--- config.mk ---
export PLATFORM = sky130hd
export DESIGN_NAME = irq_ctl
export DESIGN_NICKNAME = d
export VERILOG_FILES = /design/src/irq_ctl_pkg.sv /design/src/irq_ctl.sv
export VERILOG_INCLUDE_DIRS = /design/src
export SDC_FILE = /design/constraint.sdc
export NUM_CORES = 1
export LEC_CHECK = 0
export BUFFER_PORTS_ARGS = -buffer_cell sky130_fd_sc_hd__buf_4
export CAP_MARGIN = 20
export CORE_MARGIN = 3
export CORE_UTILIZATION = 37
export CTS_BUF_LIST = sky130_fd_sc_hd__clkbuf_8
export CTS_CLUSTER_SIZE = 12
export DETAILED_ROUTE_END_ITERATION = 7
export GPL_ROUTABILITY_DRIVEN = 1
export PLACE_DENSITY = 0.55
export SLEW_MARGIN = 15
export SYNTH_ARGS = -nofsm -noshare
export SYNTH_HDL_FRONTEND = slang
export SYNTH_SLANG_ARGS = --single-unit
export TNS_END_PERCENT = 20
--- constraint.sdc ---
create_clock -name ref_clk_in -period 31.7 [get_ports ref_clk_in]
set_input_delay 0 -clock ref_clk_in [delete_from_list [all_inputs] [get_ports ref_clk_in]]
set_output_delay 0 -clock ref_clk_in [all_outputs]
set_load 0.02 [all_outputs]
--- src/irq_ctl_defs.svh ---
// Constants for the interrupt priority and external pin block.
// Assumes register indices are word indices on APB (byte address = 4 x index).
`ifndef IRQ_CTL_DEFS_SVH
`define IRQ_CTL_DEFS_SVH

// Register word indices
`define IDX_PRIO_LO0   10'h092
`define IDX_PRIO_HI0   10'h093
`define IDX_PRIO_LO1   10'h09a
`define IDX_PRIO_HI1   10'h09b
`define IDX_PRIO_LO2   10'h09c
`define IDX_PRIO_HI2   10'h09d
`define IDX_PIN_CHG    10'h09f
`define IDX_EXT_EN     10'h0a3
`define IDX_EXT_FLAGS  10'h0a4
`define IDX_EXT_EDGE   10'h0a5
`define IDX_EXT_POL    10'h0a6
`define IDX_EXT_DUAL   10'h0a7
`define IDX_IE_FIRST   10'h0a8
`define IDX_IE_SECOND  10'h0a9
`define IDX_IE_THIRD   10'h0aa
`define IDX_EVT_STAT   10'h0b0
`define IDX_EVT_MASK   10'h0b1

// Implemented-bit masks
`define MSK_PRIO6      8'h3f
`define MSK_PRIO4      8'h0f
`define MSK_PIN_CHG    8'hff
`define MSK_EXT2       8'h03
`define MSK_FLAGS      8'h0b
`define MSK_IE_FIRST   8'h9b
`define MSK_IE_SECOND  8'h2e
`define MSK_IE_THIRD   8'h07

// Reset value of every register
`define RST_BYTE       8'h00

// Bit positions
`define FLG_EXT0       0
`define FLG_EXT1       1
`define FLG_PCI        3
`define GIE_BIT        7
`define WDT_EN_BIT     0

// Source numbers and the top priority level
`define SRC_EXT0       4'h0
`define SRC_WDT        4'hc
`define LVL_TOP        2'h3

`endif

--- src/irq_ctl_pkg.sv ---
// Types shared by the interrupt priority and external pin block.
// Assumes the constants header is compiled alongside.
package irq_ctl_pkg;

	typedef struct packed {
		logic        psel;
		logic        penable;
		logic        pwrite;
		logic [11:0] paddr;
		logic [31:0] pwdata;
	} apb_req_t;

	typedef struct packed {
		logic        pready;
		logic        pslverr;
		logic [31:0] prdata;
	} apb_rsp_t;

	typedef struct packed {
		logic       valid;
		logic [3:0] id;
		logic [1:0] level;
	} cpu_req_t;

	typedef struct packed {
		logic [7:0] prio_low_group0;
		logic [7:0] prio_high_group0;
		logic [7:0] prio_low_group1;
		logic [7:0] prio_high_group1;
		logic [7:0] prio_low_group2;
		logic [7:0] prio_high_group2;
		logic [7:0] pin_change_enable;
		logic [7:0] ext_pin_enable;
		logic [7:0] ext_pending_flags;
		logic [7:0] ext_edge_select;
		logic [7:0] ext_polarity_select;
		logic [7:0] ext_dual_edge_enable;
		logic [7:0] irq_enable_first;
		logic [7:0] irq_enable_second;
		logic [7:0] irq_enable_third;
		logic [7:0] evt_status;
		logic [7:0] evt_mask;
	} regs_t;

endpackage

--- src/irq_ctl.sv ---
// Interrupt priority, enable and external pin detection block.
// Assumes an APB master on ref_clk_in, async pins, same-clock source lines.
//
// The APB register port is this design's own decision.
`include "irq_ctl_defs.svh"
`timescale 1ns/1ps
`default_nettype none

module irq_ctl (
	input  wire logic                 ref_clk_in,
	input  wire logic                 sys_rst_in,
	input  wire logic                 clk_en_in,
	input  wire irq_ctl_pkg::apb_req_t apb_in,
	output logic                      pready_out,
	output logic                      pslverr_out,
	output logic [31:0]               prdata_out,
	input  wire logic [1:0]           ext_pin_in,
	input  wire logic [7:0]           port1_pin_in,
	input  wire logic [15:0]          src_req_in,
	input  wire logic                 ack_in,
	input  wire logic [3:0]           ack_id_in,
	output irq_ctl_pkg::cpu_req_t     cpu_req_out,
	output logic                      irq_out
);

	// Two-bit level of source n
	function automatic logic [1:0] prio_of(input logic [15:0] hi,
		input logic [15:0] lo, input int n);
		prio_of = {hi[n], lo[n]};
	endfunction

	// Detection of one external pin
	function automatic logic detect(input logic en, input logic dual,
		input logic edg, input logic pol, input logic cur, input logic prv);
		logic rise;
		logic fall;
		rise = cur & ~prv;
		fall = ~cur & prv;
		if (!en)
			detect = 1'b0;
		else if (dual)
			detect = rise | fall;
		else if (edg)
			detect = pol ? fall : rise;
		else
			detect = pol ? ~cur : cur;
	endfunction

	irq_ctl_pkg::regs_t    regs_r;
	irq_ctl_pkg::regs_t    regs_nxt;
	irq_ctl_pkg::apb_rsp_t rsp_r;
	irq_ctl_pkg::apb_rsp_t rsp_nxt;
	irq_ctl_pkg::cpu_req_t req_r;
	irq_ctl_pkg::cpu_req_t req_nxt;
	logic [1:0]  ext_s1_r;
	logic [1:0]  ext_s2_r;
	logic [1:0]  ext_prev_r;
	logic [7:0]  p1_s1_r;
	logic [7:0]  p1_s2_r;
	logic [7:0]  p1_prev_r;
	logic [1:0]  ext_s1_nxt;
	logic [1:0]  ext_s2_nxt;
	logic [1:0]  ext_prev_nxt;
	logic [7:0]  p1_s1_nxt;
	logic [7:0]  p1_s2_nxt;
	logic [7:0]  p1_prev_nxt;
	logic [1:0]  ext_ev;
	logic        pc_ev;
	logic [7:0]  ev_vec;
	logic [7:0]  ack_vec;
	logic [9:0]  idx;
	logic        setup_done;
	logic        xfer;
	logic        wr;
	logic        mapped;
	logic [7:0]  rd_byte;
	logic [7:0]  wdat;
	logic [15:0] pend;
	logic [15:0] en16;
	logic [15:0] elig;
	logic [15:0] lo16;
	logic [15:0] hi16;

	assign idx  = apb_in.paddr[11:2];
	assign wdat = apb_in.pwdata[7:0];
	// Access phase not yet answered
	assign setup_done = apb_in.psel & apb_in.penable & ~rsp_r.pready;
	// Completing edge of a transfer
	assign xfer = apb_in.psel & apb_in.penable & rsp_r.pready;
	assign wr   = xfer & apb_in.pwrite;

	// Pin synchronisers; first stage feeds only the second
	always_comb begin
		ext_s1_nxt   = ext_pin_in;
		ext_s2_nxt   = ext_s1_r;
		ext_prev_nxt = ext_s2_r;
		p1_s1_nxt    = port1_pin_in;
		p1_s2_nxt    = p1_s1_r;
		p1_prev_nxt  = p1_s2_r;
	end

	always_ff @(posedge ref_clk_in) begin
		if (sys_rst_in) begin
			ext_s1_r   <= 2'h0;
			ext_s2_r   <= 2'h0;
			ext_prev_r <= 2'h0;
			p1_s1_r    <= 8'h00;
			p1_s2_r    <= 8'h00;
			p1_prev_r  <= 8'h00;
		end else if (clk_en_in) begin
			ext_s1_r   <= ext_s1_nxt;
			ext_s2_r   <= ext_s2_nxt;
			ext_prev_r <= ext_prev_nxt;
			p1_s1_r    <= p1_s1_nxt;
			p1_s2_r    <= p1_s2_nxt;
			p1_prev_r  <= p1_prev_nxt;
		end
	end

	// Event detection per pin
	always_comb begin
		for (int i = 0; i < 2; i++) begin
			ext_ev[i] = detect(regs_r.ext_pin_enable[i],
				regs_r.ext_dual_edge_enable[i],
				regs_r.ext_edge_select[i],
				regs_r.ext_polarity_select[i],
				ext_s2_r[i], ext_prev_r[i]);
		end
		// Any enabled port-one change
		pc_ev = |(regs_r.pin_change_enable & (p1_s2_r ^ p1_prev_r));
		ev_vec = 8'h00;
		ev_vec[`FLG_EXT0] = ext_ev[0];
		ev_vec[`FLG_EXT1] = ext_ev[1];
		ev_vec[`FLG_PCI]  = pc_ev;
	end

	// Service acknowledge clears the matching flag
	always_comb begin
		ack_vec = 8'h00;
		if (ack_in && ack_id_in[3:2] == 2'h0)
			ack_vec[ack_id_in[1:0]] = 1'b1;
		ack_vec = ack_vec & `MSK_FLAGS;
	end

	// Address decode and read mux
	always_comb begin
		mapped  = 1'b1;
		rd_byte = 8'h00;
		unique case (idx)
			`IDX_PRIO_LO0:  rd_byte = regs_r.prio_low_group0;
			`IDX_PRIO_HI0:  rd_byte = regs_r.prio_high_group0;
			`IDX_PRIO_LO1:  rd_byte = regs_r.prio_low_group1;
			`IDX_PRIO_HI1:  rd_byte = regs_r.prio_high_group1;
			`IDX_PRIO_LO2:  rd_byte = regs_r.prio_low_group2;
			`IDX_PRIO_HI2:  rd_byte = regs_r.prio_high_group2;
			`IDX_PIN_CHG:   rd_byte = regs_r.pin_change_enable;
			`IDX_EXT_EN:    rd_byte = regs_r.ext_pin_enable;
			`IDX_EXT_FLAGS: rd_byte = regs_r.ext_pending_flags;
			`IDX_EXT_EDGE:  rd_byte = regs_r.ext_edge_select;
			`IDX_EXT_POL:   rd_byte = regs_r.ext_polarity_select;
			`IDX_EXT_DUAL:  rd_byte = regs_r.ext_dual_edge_enable;
			`IDX_IE_FIRST:  rd_byte = regs_r.irq_enable_first;
			`IDX_IE_SECOND: rd_byte = regs_r.irq_enable_second;
			`IDX_IE_THIRD:  rd_byte = regs_r.irq_enable_third;
			`IDX_EVT_STAT:  rd_byte = regs_r.evt_status;
			`IDX_EVT_MASK:  rd_byte = regs_r.evt_mask;
			default:        mapped  = 1'b0;
		endcase
	end

	// APB answer: one wait state, read data sampled in it
	always_comb begin
		rsp_nxt.pready  = setup_done;
		rsp_nxt.pslverr = setup_done & ~mapped;
		rsp_nxt.prdata  = setup_done ? {24'h000000, rd_byte} : 32'h00000000;
	end

	always_ff @(posedge ref_clk_in) begin
		if (sys_rst_in) begin
			rsp_r <= {1'b0, 1'b0, 32'h00000000};
		end else if (clk_en_in) begin
			rsp_r <= rsp_nxt;
		end
	end

	assign pready_out  = rsp_r.pready;
	assign pslverr_out = rsp_r.pslverr;
	assign prdata_out  = rsp_r.prdata;

	// Register writes, flag set/clear; hardware set beats any clear
	always_comb begin
		regs_nxt = regs_r;
		if (wr) begin
			unique case (idx)
				`IDX_PRIO_LO0:  regs_nxt.prio_low_group0 = wdat & `MSK_PRIO6;
				`IDX_PRIO_HI0:  regs_nxt.prio_high_group0 = wdat & `MSK_PRIO6;
				`IDX_PRIO_LO1:  regs_nxt.prio_low_group1 = wdat & `MSK_PRIO6;
				`IDX_PRIO_HI1:  regs_nxt.prio_high_group1 = wdat & `MSK_PRIO6;
				`IDX_PRIO_LO2:  regs_nxt.prio_low_group2 = wdat & `MSK_PRIO4;
				`IDX_PRIO_HI2:  regs_nxt.prio_high_group2 = wdat & `MSK_PRIO4;
				`IDX_PIN_CHG:   regs_nxt.pin_change_enable = wdat & `MSK_PIN_CHG;
				`IDX_EXT_EN:    regs_nxt.ext_pin_enable = wdat & `MSK_EXT2;
				`IDX_EXT_EDGE:  regs_nxt.ext_edge_select = wdat & `MSK_EXT2;
				`IDX_EXT_POL:   regs_nxt.ext_polarity_select = wdat & `MSK_EXT2;
				`IDX_EXT_DUAL:  regs_nxt.ext_dual_edge_enable = wdat & `MSK_EXT2;
				`IDX_IE_FIRST:  regs_nxt.irq_enable_first = wdat & `MSK_IE_FIRST;
				`IDX_IE_SECOND: regs_nxt.irq_enable_second = wdat & `MSK_IE_SECOND;
				`IDX_IE_THIRD:  regs_nxt.irq_enable_third = wdat & `MSK_IE_THIRD;
				`IDX_EVT_MASK:  regs_nxt.evt_mask = wdat & `MSK_FLAGS;
				// Writing a one never sets a pending flag
				`IDX_EXT_FLAGS: regs_nxt.ext_pending_flags = regs_r.ext_pending_flags & wdat;
				// Status clears by writing ones
				`IDX_EVT_STAT:  regs_nxt.evt_status = regs_r.evt_status & ~wdat;
				default:        regs_nxt = regs_r;
			endcase
		end
		regs_nxt.ext_pending_flags = (regs_nxt.ext_pending_flags & ~ack_vec) | ev_vec;
		regs_nxt.evt_status = regs_nxt.evt_status | ev_vec;
	end

	always_ff @(posedge ref_clk_in) begin
		if (sys_rst_in) begin
			regs_r <= {17{`RST_BYTE}};
		end else if (clk_en_in) begin
			regs_r <= regs_nxt;
		end
	end

	// Masked sticky events onto one level line
	assign irq_out = |(regs_r.evt_status & regs_r.evt_mask);

	// Request, enable and level vectors
	always_comb begin
		pend = src_req_in;
		pend[`FLG_EXT0] = regs_r.ext_pending_flags[`FLG_EXT0];
		pend[`FLG_EXT1] = regs_r.ext_pending_flags[`FLG_EXT1];
		pend[`FLG_PCI]  = regs_r.ext_pending_flags[`FLG_PCI];
		pend[2]  = 1'b0;
		pend[5]  = 1'b0;
		// Reserved slots are masked by the enable registers
		en16 = {regs_r.irq_enable_third[3:0], regs_r.irq_enable_second[5:0],
			regs_r.irq_enable_first[5:0]};
		elig = en16 & pend & {16{regs_r.irq_enable_first[`GIE_BIT]}};
		lo16 = {regs_r.prio_low_group2[3:0], regs_r.prio_low_group1[5:0],
			regs_r.prio_low_group0[5:0]};
		hi16 = {regs_r.prio_high_group2[3:0], regs_r.prio_high_group1[5:0],
			regs_r.prio_high_group0[5:0]};
	end

	// Winner search; scanning downward with >= lets low numbers win ties
	always_comb begin
		req_nxt = {1'b0, 4'h0, 2'h0};
		for (int n = 15; n >= 0; n--) begin
			if (elig[n] && (!req_nxt.valid || prio_of(hi16, lo16, n) >= req_nxt.level)) begin
				req_nxt.valid = 1'b1;
				req_nxt.id    = 4'(n);
				req_nxt.level = prio_of(hi16, lo16, n);
			end
		end
	end

	always_ff @(posedge ref_clk_in) begin
		if (sys_rst_in) begin
			req_r <= {1'b0, 4'h0, 2'h0};
		end else if (clk_en_in) begin
			req_r <= req_nxt;
		end
	end

	assign cpu_req_out = req_r;

	// Checks
	a_apb_wait_one: assert property (@(posedge ref_clk_in) disable iff (sys_rst_in)
		clk_en_in && setup_done |=> pready_out)
		else $error("pready not raised after one wait state");

	a_pin_event_flag: assert property (@(posedge ref_clk_in) disable iff (sys_rst_in)
		clk_en_in && ext_ev[0] |=> regs_r.ext_pending_flags[`FLG_EXT0])
		else $error("pin 0 event did not set its flag");

	a_flag_write_clr: assert property (@(posedge ref_clk_in) disable iff (sys_rst_in)
		clk_en_in && wr && idx == `IDX_EXT_FLAGS && !wdat[`FLG_EXT1] && !ext_ev[1]
		|=> !regs_r.ext_pending_flags[`FLG_EXT1])
		else $error("write of zero did not clear pin 1 flag");

	a_flag_ack_clr: assert property (@(posedge ref_clk_in) disable iff (sys_rst_in)
		clk_en_in && ack_in && ack_id_in == `SRC_EXT0 && !ext_ev[0]
		|=> !regs_r.ext_pending_flags[`FLG_EXT0])
		else $error("acknowledge did not clear pin 0 flag");

	a_level_high_det: assert property (@(posedge ref_clk_in) disable iff (sys_rst_in)
		clk_en_in && regs_r.ext_pin_enable[0] && !regs_r.ext_dual_edge_enable[0]
		&& !regs_r.ext_edge_select[0] && !regs_r.ext_polarity_select[0] && ext_s2_r[0]
		|=> regs_r.ext_pending_flags[`FLG_EXT0])
		else $error("high level on pin 0 not detected");

	a_fall_edge_det: assert property (@(posedge ref_clk_in) disable iff (sys_rst_in)
		clk_en_in && regs_r.ext_pin_enable[1] && !regs_r.ext_dual_edge_enable[1]
		&& regs_r.ext_edge_select[1] && regs_r.ext_polarity_select[1]
		&& $fell(ext_s2_r[1]) |=> regs_r.ext_pending_flags[`FLG_EXT1])
		else $error("falling edge on pin 1 not detected");

	a_dual_no_level: assert property (@(posedge ref_clk_in) disable iff (sys_rst_in)
		clk_en_in && regs_r.ext_dual_edge_enable[0] && ext_s2_r[0] == ext_prev_r[0]
		|-> !ext_ev[0])
		else $error("dual edge mode fired on a level");

	a_pin_off_quiet: assert property (@(posedge ref_clk_in) disable iff (sys_rst_in)
		!regs_r.ext_pin_enable[1] |-> !ext_ev[1])
		else $error("disabled pin 1 raised an event");

	a_pci_gated: assert property (@(posedge ref_clk_in) disable iff (sys_rst_in)
		clk_en_in && regs_r.pin_change_enable == 8'h00
		&& !regs_r.ext_pending_flags[`FLG_PCI] |=> !regs_r.ext_pending_flags[`FLG_PCI])
		else $error("pin change flag set with all pins disabled");

	a_wdt_gated: assert property (@(posedge ref_clk_in) disable iff (sys_rst_in)
		clk_en_in && !regs_r.irq_enable_third[`WDT_EN_BIT]
		|=> !(cpu_req_out.valid && cpu_req_out.id == `SRC_WDT))
		else $error("watchdog request passed while disabled");

	a_reset_zero: assert property (@(posedge ref_clk_in)
		sys_rst_in |=> regs_r.prio_low_group1 == `RST_BYTE
		&& regs_r.ext_pending_flags == `RST_BYTE && regs_r.ext_dual_edge_enable == `RST_BYTE)
		else $error("registers not zero after reset");

	a_global_block: assert property (@(posedge ref_clk_in) disable iff (sys_rst_in)
		clk_en_in && !regs_r.irq_enable_first[`GIE_BIT] |=> !cpu_req_out.valid)
		else $error("request passed with global enable clear");

	a_top_level_win: assert property (@(posedge ref_clk_in) disable iff (sys_rst_in)
		clk_en_in && elig[0] && prio_of(hi16, lo16, 0) == `LVL_TOP
		|=> cpu_req_out.valid && cpu_req_out.id == `SRC_EXT0 && cpu_req_out.level == `LVL_TOP)
		else $error("source 0 at top level did not win");

endmodule

`default_nettype wire

==> metrics.md, run 1 <==
| Metric | Value |
|---|---|
| Syn Inst Count | `778` |
| Worst-Skew Late Latency | `0.44 ns` |
| Synth area leaders | `dfxtp_1, mux2i_1, nor2_1` |
| Tot Pwr | `328 uW` |
| Hold Path Origin | `ack_id_in[0]` |
| Synthesized flop and latch total | `126` |
| Critical Path Source Type | `register` |
| Nets | `965` |
| Rows | `48` |
| CTS sink count | `126` |
| Die H | `139 um` |
| First-pass GRT wire length | `30100 um` |
| WL per Instance | `17.2 um` |
| Drt drc | `0` |
| Max rail drop VDD | `31.4 uV` |
| Post-route antenna net violation count | `0` |
| Fin cells | `1100` |
| Fin Clk Skew | `0.00934 ns` |
| Post-layout min period | `13.28 ns` |
| Post_cts resized | `0` |
| DR iter-0 viols | `552` |
| Area growth syn-to-layout | `19.8%` |
| Setup TNS Final | `0 ns` |
| Main synth FF type | `dfxtp_1` |
| Dpl ws | `18.51 ns` |
| Drt first pass iters | `5` |
| Pwr dens | `41.6 nW/um^2` |
| Most frequent cell on the critical path | `ha_1` |
| Post CTS Setup Buffer Count | `0` |
| IO Count | `123` |
| Antenna cells | `0` |
| Via count | `5804` |
| Register area share after synthesis | `38.3%` |
| Initial antenna violation count | `0` |
| Worst-path fanout max | `16` |
| Cell variety after synth | `62` |
| HP Class | `in2reg` |
| TritonCTS Buffers | `17` |
| Clock transition at path regs | `0.07 ns` |
| Critical path's largest stage delay | `0.56 ns` |
| Status | `completed` |
| Die area | `19400 sq um` |
| Max Clk Rate | `0.0753 GHz` |
| Fraction of layout cells with a size suffix above 1 | `12.9%` |
| Root buffer cell | `clkbuf_8` |
| Yosys top cell area share | `38.3%` |
| Req. time, crit path | `32.06 ns` |
| WP data arrival | `13.65 ns` |
| Final Cycle Share | `41.9%` |
| Via density | `5.28` |
| CTS tree | `built` |
| Crit. Startpoint | `regs_r[39]$_SDFFE_PP0P_` |
| GP Congestion | `0.882` |
| Synth area leader | `dfxtp_1` |
| Port-buffer cells | `64` |
| R2r startpoint | `regs_r[39]$_SDFFE_PP0P_` |
| Crit Path Class | `reg2reg` |
| CTS Hold Bufs | `31` |
| Slew @ Worst Pin | `1.08 ns` |
| Final Setup Violations | `0` |
| Vias in the first global route | `5433` |
| CP delay by family, top | `compound AO/OA/AOI/OAI gates` |
| Number of flops mapped to enable cells by yosys | `0` |
| Clk buf depth | `2` |
| H-Tree Depth | `4` |
| Synth Area per Inst | `8.46 sq um` |
| Grt ovf | `0` |
| Cells after DPL | `1037` |
| Initial Util | `37.9%` |
| Slowest-stage cell, CP | `nor3_1` |
| Final worst slack | `18.42 ns` |
| Die X | `139 um` |
| Core ar. | `17400 sq um` |
| Final wirelength | `19000 um` |
| Nature of the critical path endpoint | `register` |
| RSZ-0062 raised after global routing | `no` |
| Total GRT Usage | `19.4%` |
| Leak pwr | `3.03 nW` |
| Fin. max-slew vios | `0` |
| Yosys warns | `0` |
| Largest net degree at the start of global routing | `103` |
| Hold Vio Cnt, Final | `0` |
| DP HPWL | `13600 um` |
| Max-capacitance violation count | `0` |
| Share of flip-flops with an asynchronous set or reset | `0%` |
| Post-synth design cell area | `6580 sq um` |
| Worst slew margin | `27.2%` |
| Critical path buffers and inverters | `3` |
## synth_stat cells, drive strengths merged (2+ instances only)
cell type / count
o21ai: 10
or3: 5
nand2b: 17
clkbuf: 33
nor2b: 2
a21o: 5
a211oi: 4
mux2: 4
nor2: 135
a41oi: 2
nor3: 24
o22ai: 2
nand2: 71
a22o: 3
and3: 7
mux2i: 90
or2b: 2
or2: 2
a222oi: 9
nor3b: 8
a31oi: 2
a2bb2oi: 3
nand4: 8
xor2: 10
ha: 22
inv: 23
nand3: 21
a221oi: 5
a21oi: 42
nand3b: 2
o31ai: 2
dfxtp: 126
buf: 26
a22oi: 31
## path summary, 6_finish.rpt
kind	end	slack, ns	cells past startpoint
setup / recovery	cpu_req_out[5]$_SDFFE_PP0P_	18.42	60
hold / removal	pend[0]$_SDFFE_PP0P_	0.04	4
setup reg to reg	cpu_req_out[5]$_SDFFE_PP0P_	18.42	60
hold reg to reg	regs_r[14]$_SDFFE_PP0P_	0.46	2
## tightest hold or removal path, delay by kind of cell
kind            cells  cell delay (ns)
compound gates      3             0.35
buf+inv             1             0.08
## cell type report
type,count,area [sq um]
Clock inverter,8,86.3
Sequential cell,126,2520
Inverter,24,90.1
Tap cell,225,282
Fill cell,1793,9470
Clock buffer,24,330
Timing Repair Buffer,101,833
Multi-Input combinational cell,592,3740
## registers in the layout, summed over array words and instances (netlist names)
signal        cells
prdata_out        8
pslverr_out       1
cpu_req_out       7
pend              3
p1_prev_r         8
en16             11
pready_out        1
p1_s1_r           8
ext_prev_r        2
lo16             16
hi16             16
regs_r           33
ext_s1_r          2
ext_prev_nxt      2
p1_prev_nxt       8
## kinds of logic (layout without fill, tap and decap cells)
family	after synthesis	after routing	synth area share (%)
other cells	1	24	0.0570
xor+xnor	10	10	1.33
buf+inv	83	157	6.10
compound gates	133	133	14.3
flops	126	126	38.3
simple gates	309	309	21.2
fa+ha+maj	22	22	4.18
mux	94	94	14.5
## placed cells by master (no fill, tap or decap), types with 5 or more instances in the layout
cell / synthesis / final
o21ai_0: 9 / 9
nand2_1: 71 / 71
a222oi_1: 9 / 9
nor2_1: 135 / 135
a22oi_1: 31 / 31
inv_1: 23 / 26
a221oi_1: 5 / 5
xor2_1: 10 / 10
a21oi_1: 42 / 42
nand2b_1: 17 / 17
and3_1: 5 / 5
mux2i_1: 90 / 90
conb_1: 1 / 24
dfxtp_1: 126 / 126
ha_1: 22 / 22
nand4_1: 8 / 8
clkbuf_8: 0 / 24
or3_1: 5 / 5
nand3_1: 21 / 21
nor3_1: 24 / 24
nor3b_1: 8 / 8
buf_4: 24 / 69
dlygate4sd3_1: 0 / 31
## stage by stage
stage | utilization [%] | hold WS [ns] | instance area (sq um)
floorplan | - | 0.0879 | 6670
global placement | 41.2 | 0.212 | 7160
detailed placement | 41.3 | 0.215 | 7160
CTS | 45.5 | 0.00793 | 7890
global route | 45.5 | 0.0494 | 7890
finish | 45.5 | 0.0410 | 7890
## where the power goes
part	switching (mW)	total, mW	internal [mW]
clock	0.0603	0.144	0.0834
sequential	0.00105	0.161	0.160
combinational	0.0138	0.0236	0.00981
total	0.0751	0.328	0.253
## per-layer routing
metal | global-route usage (%) | wire length, um | vias up
met5 | 0 | 0 | -
met4 | 8.70 | 644 | 0
met3 | 3.51 | 861 | 35
met2 | 30.5 | 8650 | 161
met1 | 26.1 | 8800 | 2725
li1 | - | - | 2883
Power figures use the tool's default switching activity.
==> run 2: changes to the inputs <==
==> constraint.sdc (replaced) <==
create_clock -name ref_clk_in -period 13.3 [get_ports ref_clk_in]
set_input_delay 0 -clock ref_clk_in [delete_from_list [all_inputs] [get_ports ref_clk_in]]
set_output_delay 0 -clock ref_clk_in [all_outputs]
set_load 0.02 [all_outputs]
==> metrics.md, run 2 (same netlist as run 1, synthesis figures left out) <==
| Metric | Value |
|---|---|
| Status | `completed` |
| Placed Area | `7190 sq um (+0.35%)` |
| Cells after DPL | `1040 (+0.29%)` |
| Total GRT Usage | `19.5% (+0.025 points)` |
| Via density | `5.31 (+0.64%)` |
| Worst slew margin | `28.1% (+0.91 points)` |
| WL per Instance | `17.2 um (-0.41%)` |
| R2R cell count | `57 (-5.0%)` |
| Fin. max-slew vios | `0 (unchanged)` |
| DR iter-0 viols | `473 (-14%)` |
| CTS tree | `built` |
| Fin cells | `1103 (+0.27%)` |
| Initial antenna violation count | `0 (unchanged)` |
| Worst-path fanout max | `8 (-8)` |
| Req. time, crit path | `13.66 ns (-18.40 ns)` |
| Fin Clk Skew | `0.0105 ns (+0.00117 ns)` |
| Clk buf depth | `2 (unchanged)` |
| Drt drc | `0 (unchanged)` |
| Reg2reg end | `cpu_req_out[5]$_SDFFE_PP0P_` |
| Largest Register | `regs_r` |
| Vias in the first global route | `5653 (+4.0%)` |
| Nets | `968 (+0.31%)` |
| Nature of the critical path endpoint | `register` |
| Rows | `48 (unchanged)` |
| Critical Path Source Type | `register` |
| Post CTS Setup Buffer Count | `0 (unchanged)` |
| WP data arrival | `12.58 ns (-1.07 ns)` |
| Switch share | `23.6% (+0.67 points)` |
| Grt ovf | `0 (unchanged)` |
| Slowest-stage cell, CP | `dfxtp_1` |
| H-Tree Depth | `4 (unchanged)` |
| Area growth syn-to-layout | `19.9% (about the same)` |
| Slew @ Worst Pin | `1.07 ns (-0.0136 ns)` |
| Post-layout min period | `12.22 ns (-1.07 ns)` |
| TritonCTS Buffers | `17 (unchanged)` |
| Core ar. | `17400 sq um (unchanged)` |
| Most frequent cell on the critical path | `ha_1` |
| Via count | `5857 (+0.91%)` |
| Final cell utilization of the core | `45.5% (about the same)` |
| R2R Setup Slk | `1.08 ns (-17.33 ns)` |
| Largest net degree at the start of global routing | `103 (unchanged)` |
| Crit Path Class | `reg2reg` |
| Pwr dens | `94.4 nW/um^2 (+130%)` |
| Hold Path Origin | `ack_id_in[0]` |
| Number of flip-flops in the largest register | `33 (unchanged)` |
| Fraction of layout cells with a size suffix above 1 | `13.3% (+0.41 points)` |
| Combinational Power Share | `7.5% (+0.3 points)` |
| Critical path's largest stage delay | `0.48 ns (-0.08 ns)` |
| Drt first pass iters | `5 (unchanged)` |
| Post-route antenna net violation count | `0 (unchanged)` |
| Max rail drop VDD | `69.0 uV (+120%)` |
| Die X | `139 um (unchanged)` |
| CTS sink count | `126 (unchanged)` |
| Commonest non-fill, non-tap cell in the layout | `nor2_1` |
| Clock transition at path regs | `0.07 ns (about the same)` |
| DP HPWL | `13600 um (-0.15%)` |
| Final Cell Area | `7890 sq um (about the same)` |
| Port-buffer cells | `64 (unchanged)` |
| Sw power | `176 uW (+130%)` |
| First-pass GRT wire length | `30200 um (+0.60%)` |
| IO Count | `123 (unchanged)` |
| Fillers | `1775 (-1.0%)` |
| Final Cycle Share | `91.9% (+50 points)` |
| HP Class | `in2reg` |
| Final wirelength | `18900 um (-0.14%)` |
| Initial Util | `37.9% (unchanged)` |
| Die area | `19400 sq um (unchanged)` |
| Cell-internal power | `569 uW (+120%)` |
| Final Setup Violations | `0 (unchanged)` |
| Reg area | `2520 sq um (unchanged)` |
| Hold Vio Cnt, Final | `0 (unchanged)` |
| Setup TNS Final | `0 ns (unchanged)` |
| Clock power share | `41.0% (-2.8 points)` |
| Antenna cells | `0 (unchanged)` |
| Max Clk Rate | `0.0819 GHz (+8.7%)` |
| Multi-input logic area | `3780 sq um (+0.87%)` |
| Max-capacitance violation count | `0 (unchanged)` |
| GP Congestion | `0.878 (-0.44%)` |
| Most frequent cells in the layout | `nor2_1, dfxtp_1, mux2i_1` |
| Worst-Skew Late Latency | `0.43 ns (about the same)` |
| Leak pwr | `3.03 nW (unchanged)` |
| R2r startpoint | `en16[14]$_SDFFE_PP0P_` |
| Hold path cells | `4 (unchanged)` |
| Root buffer cell | `clkbuf_8` |
| Die H | `139 um (unchanged)` |
| Sequential Power Share | `51.5% (+2.5 points)` |
| Hold Path End | `pend[0]$_SDFFE_PP0P_` |
[run 2: power by group through the flow]
stage	combinational, mW	clock, mW	sequential, mW
after global routing	0.0615	0.331	0.384
after floorplan	0.0346	0	0.392
after CTS	0.0561	0.313	0.384
final	0.0562	0.305	0.384
after global placement	0.0487	0	0.392
after detailed placement	0.0488	0	0.392
[run 2: area by class of cell]
cell class	count	share of cell area, %
well taps	225	3.57
flip-flops and latches	126	32.0
clock inverters	14	1.44
multi-input cells	592	47.9
clock buffers	18	3.14
repair buffers	104	10.9
inverters	24	1.14
[run 2: per-layer routing]
| layer | vias to the layer above | global-route usage [%] | wire length, um |
|---|---|---|---|
| met3 | 34 | 4.23 | 934 |
| met5 | - | 0 | 0 |
| met4 | 0 | 6.49 | 438 |
| met2 | 164 | 31.5 | 8840 |
| met1 | 2773 | 25.8 | 8720 |
| li1 | 2886 | - | - |
[run 2: what timing repair did]
action | 4_1_cts | 5_1_grt
endpoints found under the setup margin | 0 | 6
hold buffers | 31 | 0
gates resized for setup | 0 | 6
hold endpoints to repair | 80 | 0
[run 2: worst max-delay path by stage]
stage / from / to / slack [ns] / cells after the start
after floorplan: regs_r[39]$_SDFFE_PP0P_ / cpu_req_out[5]$_SDFFE_PP0P_ / 1.43 / 59
after global placement: en16[14]$_SDFFE_PP0P_ / cpu_req_out[5]$_SDFFE_PP0P_ / 0.80 / 57
after detailed placement: en16[14]$_SDFFE_PP0P_ / cpu_req_out[5]$_SDFFE_PP0P_ / 0.79 / 58
after global routing: en16[14]$_SDFFE_PP0P_ / cpu_req_out[5]$_SDFFE_PP0P_ / -0.02 / 59
final: en16[14]$_SDFFE_PP0P_ / cpu_req_out[5]$_SDFFE_PP0P_ / 1.08 / 57
after CTS: en16[14]$_SDFFE_PP0P_ / cpu_req_out[5]$_SDFFE_PP0P_ / 0.70 / 58
[run 2: through the flow]
step	total power [mW]	setup WS, ns	hold WS, ns
3_5_place_dp	0.441	0.790	0.216
5_1_grt	0.777	-0.0158	0.0443
6_report	0.745	1.08	0.0318
3_3_place_gp	0.441	0.796	0.214
4_1_cts	0.753	0.704	0.00965
2_1_floorplan	0.426	1.43	0.0879
[run 2: critical path, delay by kind of cell (launching register included)]
kind / cells / cell delay (ns)
simple gates: 23 / 3.35
mux: 4 / 1.32
fa+ha+maj: 10 / 2.61
compound gates: 20 / 4.40
flops: 1 / 0.48
==> run 3: changes to the inputs <==
--- a/config.mk
+++ b/config.mk
@@ -10,7 +10,6 @@
 export CAP_MARGIN = 20
 export CORE_MARGIN = 3
 export CORE_UTILIZATION = 37
-export CTS_BUF_LIST = sky130_fd_sc_hd__clkbuf_8
 export CTS_CLUSTER_SIZE = 12
 export DETAILED_ROUTE_END_ITERATION = 7
 export GPL_ROUTABILITY_DRIVEN = 1
==> metrics.md, run 3 (same netlist as run 1, synthesis figures left out) <==
| Metric | Value |
|---|---|
| Total GRT Usage | `19.5% (+0.085 points)` |
| Req. time, crit path | `13.64 ns (-0.02 ns)` |
| Tot Pwr | `877 uW (+18%)` |
| Via density | `5.36 (+0.97%)` |
| Final Cycle Share | `91.9% (about the same)` |
| Final Setup Violations | `0 (unchanged)` |
| R2R cell count | `57 (unchanged)` |
| GP Congestion | `0.878 (unchanged)` |
| Nets | `968 (unchanged)` |
| Die X | `139 um (unchanged)` |
| Drt drc | `0 (unchanged)` |
| Port-buffer cells | `64 (unchanged)` |
| Hold Path End | `pend[0]$_SDFFE_PP0P_` |
| Multi-input logic area | `3780 sq um (unchanged)` |
| Pwr dens | `109 nW/um^2 (+15%)` |
| Worst-Skew Late Latency | `0.42 ns (about the same)` |
| Final worst slack | `1.08 ns (-0.00462 ns)` |
| Final Cell Area | `8080 sq um (+2.4%)` |
| Commonest non-fill, non-tap cell in the layout | `nor2_1` |
| CTS tree | `built` |
| Fraction of layout cells with a size suffix above 1 | `13.3% (unchanged)` |
| Clock transition at path regs | `0.05 ns (-0.02 ns)` |
| Dpl ws | `0.790 ns (unchanged)` |
| HP Class | `in2reg` |
| Cells after DPL | `1040 (unchanged)` |
| CTS sink count | `126 (unchanged)` |
| Fin. max-slew vios | `0 (unchanged)` |
| TritonCTS Buffers | `17 (unchanged)` |
| Largest Register | `regs_r` |
| Worst slew margin | `27.8% (-0.31 points)` |
| Crit. Startpoint | `en16[14]$_SDFFE_PP0P_` |
| Reg area | `2520 sq um (unchanged)` |
| Met3 Track Usage GR | `3.44% (-0.79 points)` |
| Vias in the first global route | `5650 (-0.053%)` |
| Leak pwr | `3.09 nW (+1.9%)` |
| Fin Clk Skew | `0.00634 ns (-0.00417 ns)` |
| DR iter-0 viols | `476 (+0.63%)` |
| Reg2reg end | `cpu_req_out[5]$_SDFFE_PP0P_` |
| Die H | `139 um (unchanged)` |
| Core ar. | `17400 sq um (unchanged)` |
| Final wirelength | `19100 um (+0.84%)` |
| Slew @ Worst Pin | `1.07 ns (+0.00463 ns)` |
| Antenna cells | `0 (unchanged)` |
| Most frequent cells in the layout | `nor2_1, dfxtp_1, mux2i_1` |
| R2r startpoint | `en16[14]$_SDFFE_PP0P_` |
| Via count | `5914 (+0.97%)` |
| Clk buf depth | `2 (unchanged)` |
| WP data arrival | `12.56 ns (-0.02 ns)` |
| IO Count | `123 (unchanged)` |
| Post-route antenna net violation count | `0 (unchanged)` |
| Met1 Use GR | `26.2% (+0.42 points)` |
| Max rail drop VDD | `80.4 uV (+17%)` |
| Fillers | `1760 (-0.85%)` |
| Die area | `19400 sq um (unchanged)` |
| Rows | `48 (unchanged)` |
| DP HPWL | `13600 um (unchanged)` |
| Met2 GRT Util | `31.7% (+0.13 points)` |
| Crit Path Class | `reg2reg` |
| Number of flip-flops in the largest register | `33 (unchanged)` |
| Worst-path fanout max | `8 (unchanged)` |
| Nature of the critical path endpoint | `register` |
| Fin cells | `1103 (unchanged)` |
| R2R Setup Slk | `1.08 ns (about the same)` |
| Largest net degree at the start of global routing | `103 (unchanged)` |
| Hold Path Origin | `ack_id_in[0]` |
| Post-layout min period | `12.22 ns (+0.00462 ns)` |
| Max-capacitance violation count | `0 (unchanged)` |
| WL per Instance | `17.3 um (+0.84%)` |
| Post CTS Setup Buffer Count | `0 (unchanged)` |
| Area growth syn-to-layout | `22.8%` |
| Status | `completed` |
| H-Tree Depth | `4 (unchanged)` |
| GRT busiest layer | `met2` |
| Initial Util | `37.9% (unchanged)` |
| Grt ovf | `0 (unchanged)` |
| Critical path's largest stage delay | `0.48 ns (about the same)` |
| Hold Vio Cnt, Final | `0 (unchanged)` |
| Placed Area | `7190 sq um (unchanged)` |
| Hold path cells | `4 (unchanged)` |
| Drt first pass iters | `4 (-1)` |
| Root buffer cell | `clkbuf_16` |
| Most frequent cell on the critical path | `ha_1` |
| Slowest-stage cell, CP | `dfxtp_1` |
| Max Clk Rate | `0.0818 GHz (about the same)` |
| Critical Path Source Type | `register` |
| First-pass GRT wire length | `30400 um (+0.48%)` |
| Initial antenna violation count | `0 (unchanged)` |
==> run 3: changes by cell type in the layout (fill, tap and decap cells not counted) <==
| cell | previous run | this run |
|---|---|---|
| clkbuf_16 | 0 | 17 |
| clkbuf_1 | 0 | 7 |
| inv_1 | 30 | 23 |
| clkbuf_8 | 18 | 1 |
==> run 3: critical path, delay by kind of cell (launching register included) <==
| family | cells | cell delay, ns |
|---|---|---|
| flip-flops | 1 | 0.48 |
| multiplexers | 4 | 1.32 |
| adder cells (fa/ha/maj) | 10 | 2.60 |
| AO/OA/AOI/OAI | 20 | 4.38 |
| AND/OR/NAND/NOR | 23 | 3.36 |
==> run 3: repair_timing <==
action / 4_1_cts / 5_1_grt
gates resized for setup: 0 / 6
setup endpoints to repair: 0 / 6
hold buffers: 31 / 0
hold endpoints to repair: 71 / 0
==> run 3: where the power goes <==
group | leakage [nW] | internal (mW) | switching [mW]
logic | 1.80 | 0.0234 | 0.0327
registers | 1.02 | 0.382 | 0.00253
clock network | 0.269 | 0.279 | 0.158
==> run 3: through the flow <==
step	hold WS (ns)	utilization [%]	setup TNS, ns
global placement	0.214	41.4	0
floorplan	0.0879	-	0
finish	0.0483	46.6	0
detailed placement	0.216	41.4	0
global route	0.0846	46.6	-0.0171
CTS	0.0402	46.4	0
==> run 3: worst max path at each step <==
stage                                             end  depth (start not counted)
after floorplan           cpu_req_out[5]$_SDFFE_PP0P_                         59
after global placement    cpu_req_out[5]$_SDFFE_PP0P_                         57
after detailed placement  cpu_req_out[5]$_SDFFE_PP0P_                         58
after CTS                 cpu_req_out[5]$_SDFFE_PP0P_                         58
after global routing      cpu_req_out[5]$_SDFFE_PP0P_                         59
final                     cpu_req_out[5]$_SDFFE_PP0P_                         57
==> run 3: cell type report <==
| cell class | count | share of cell area (%) |
|---|---|---|
| Sequential cell | 126 | 31.2 |
| Inverter | 24 | 1.11 |
| Timing Repair Buffer | 104 | 10.6 |
| Clock buffer | 25 | 5.76 |
| Tap cell | 225 | 3.48 |
| Multi-Input combinational cell | 592 | 46.7 |
| Clock inverter | 7 | 1.08 |
==> run 3: per-layer routing <==
layer  wire length, um  part of all wire, %
met5                 0                    0
met2              8950                   47
met4               453                  2.4
met1              8790                   46
met3               890                  4.7
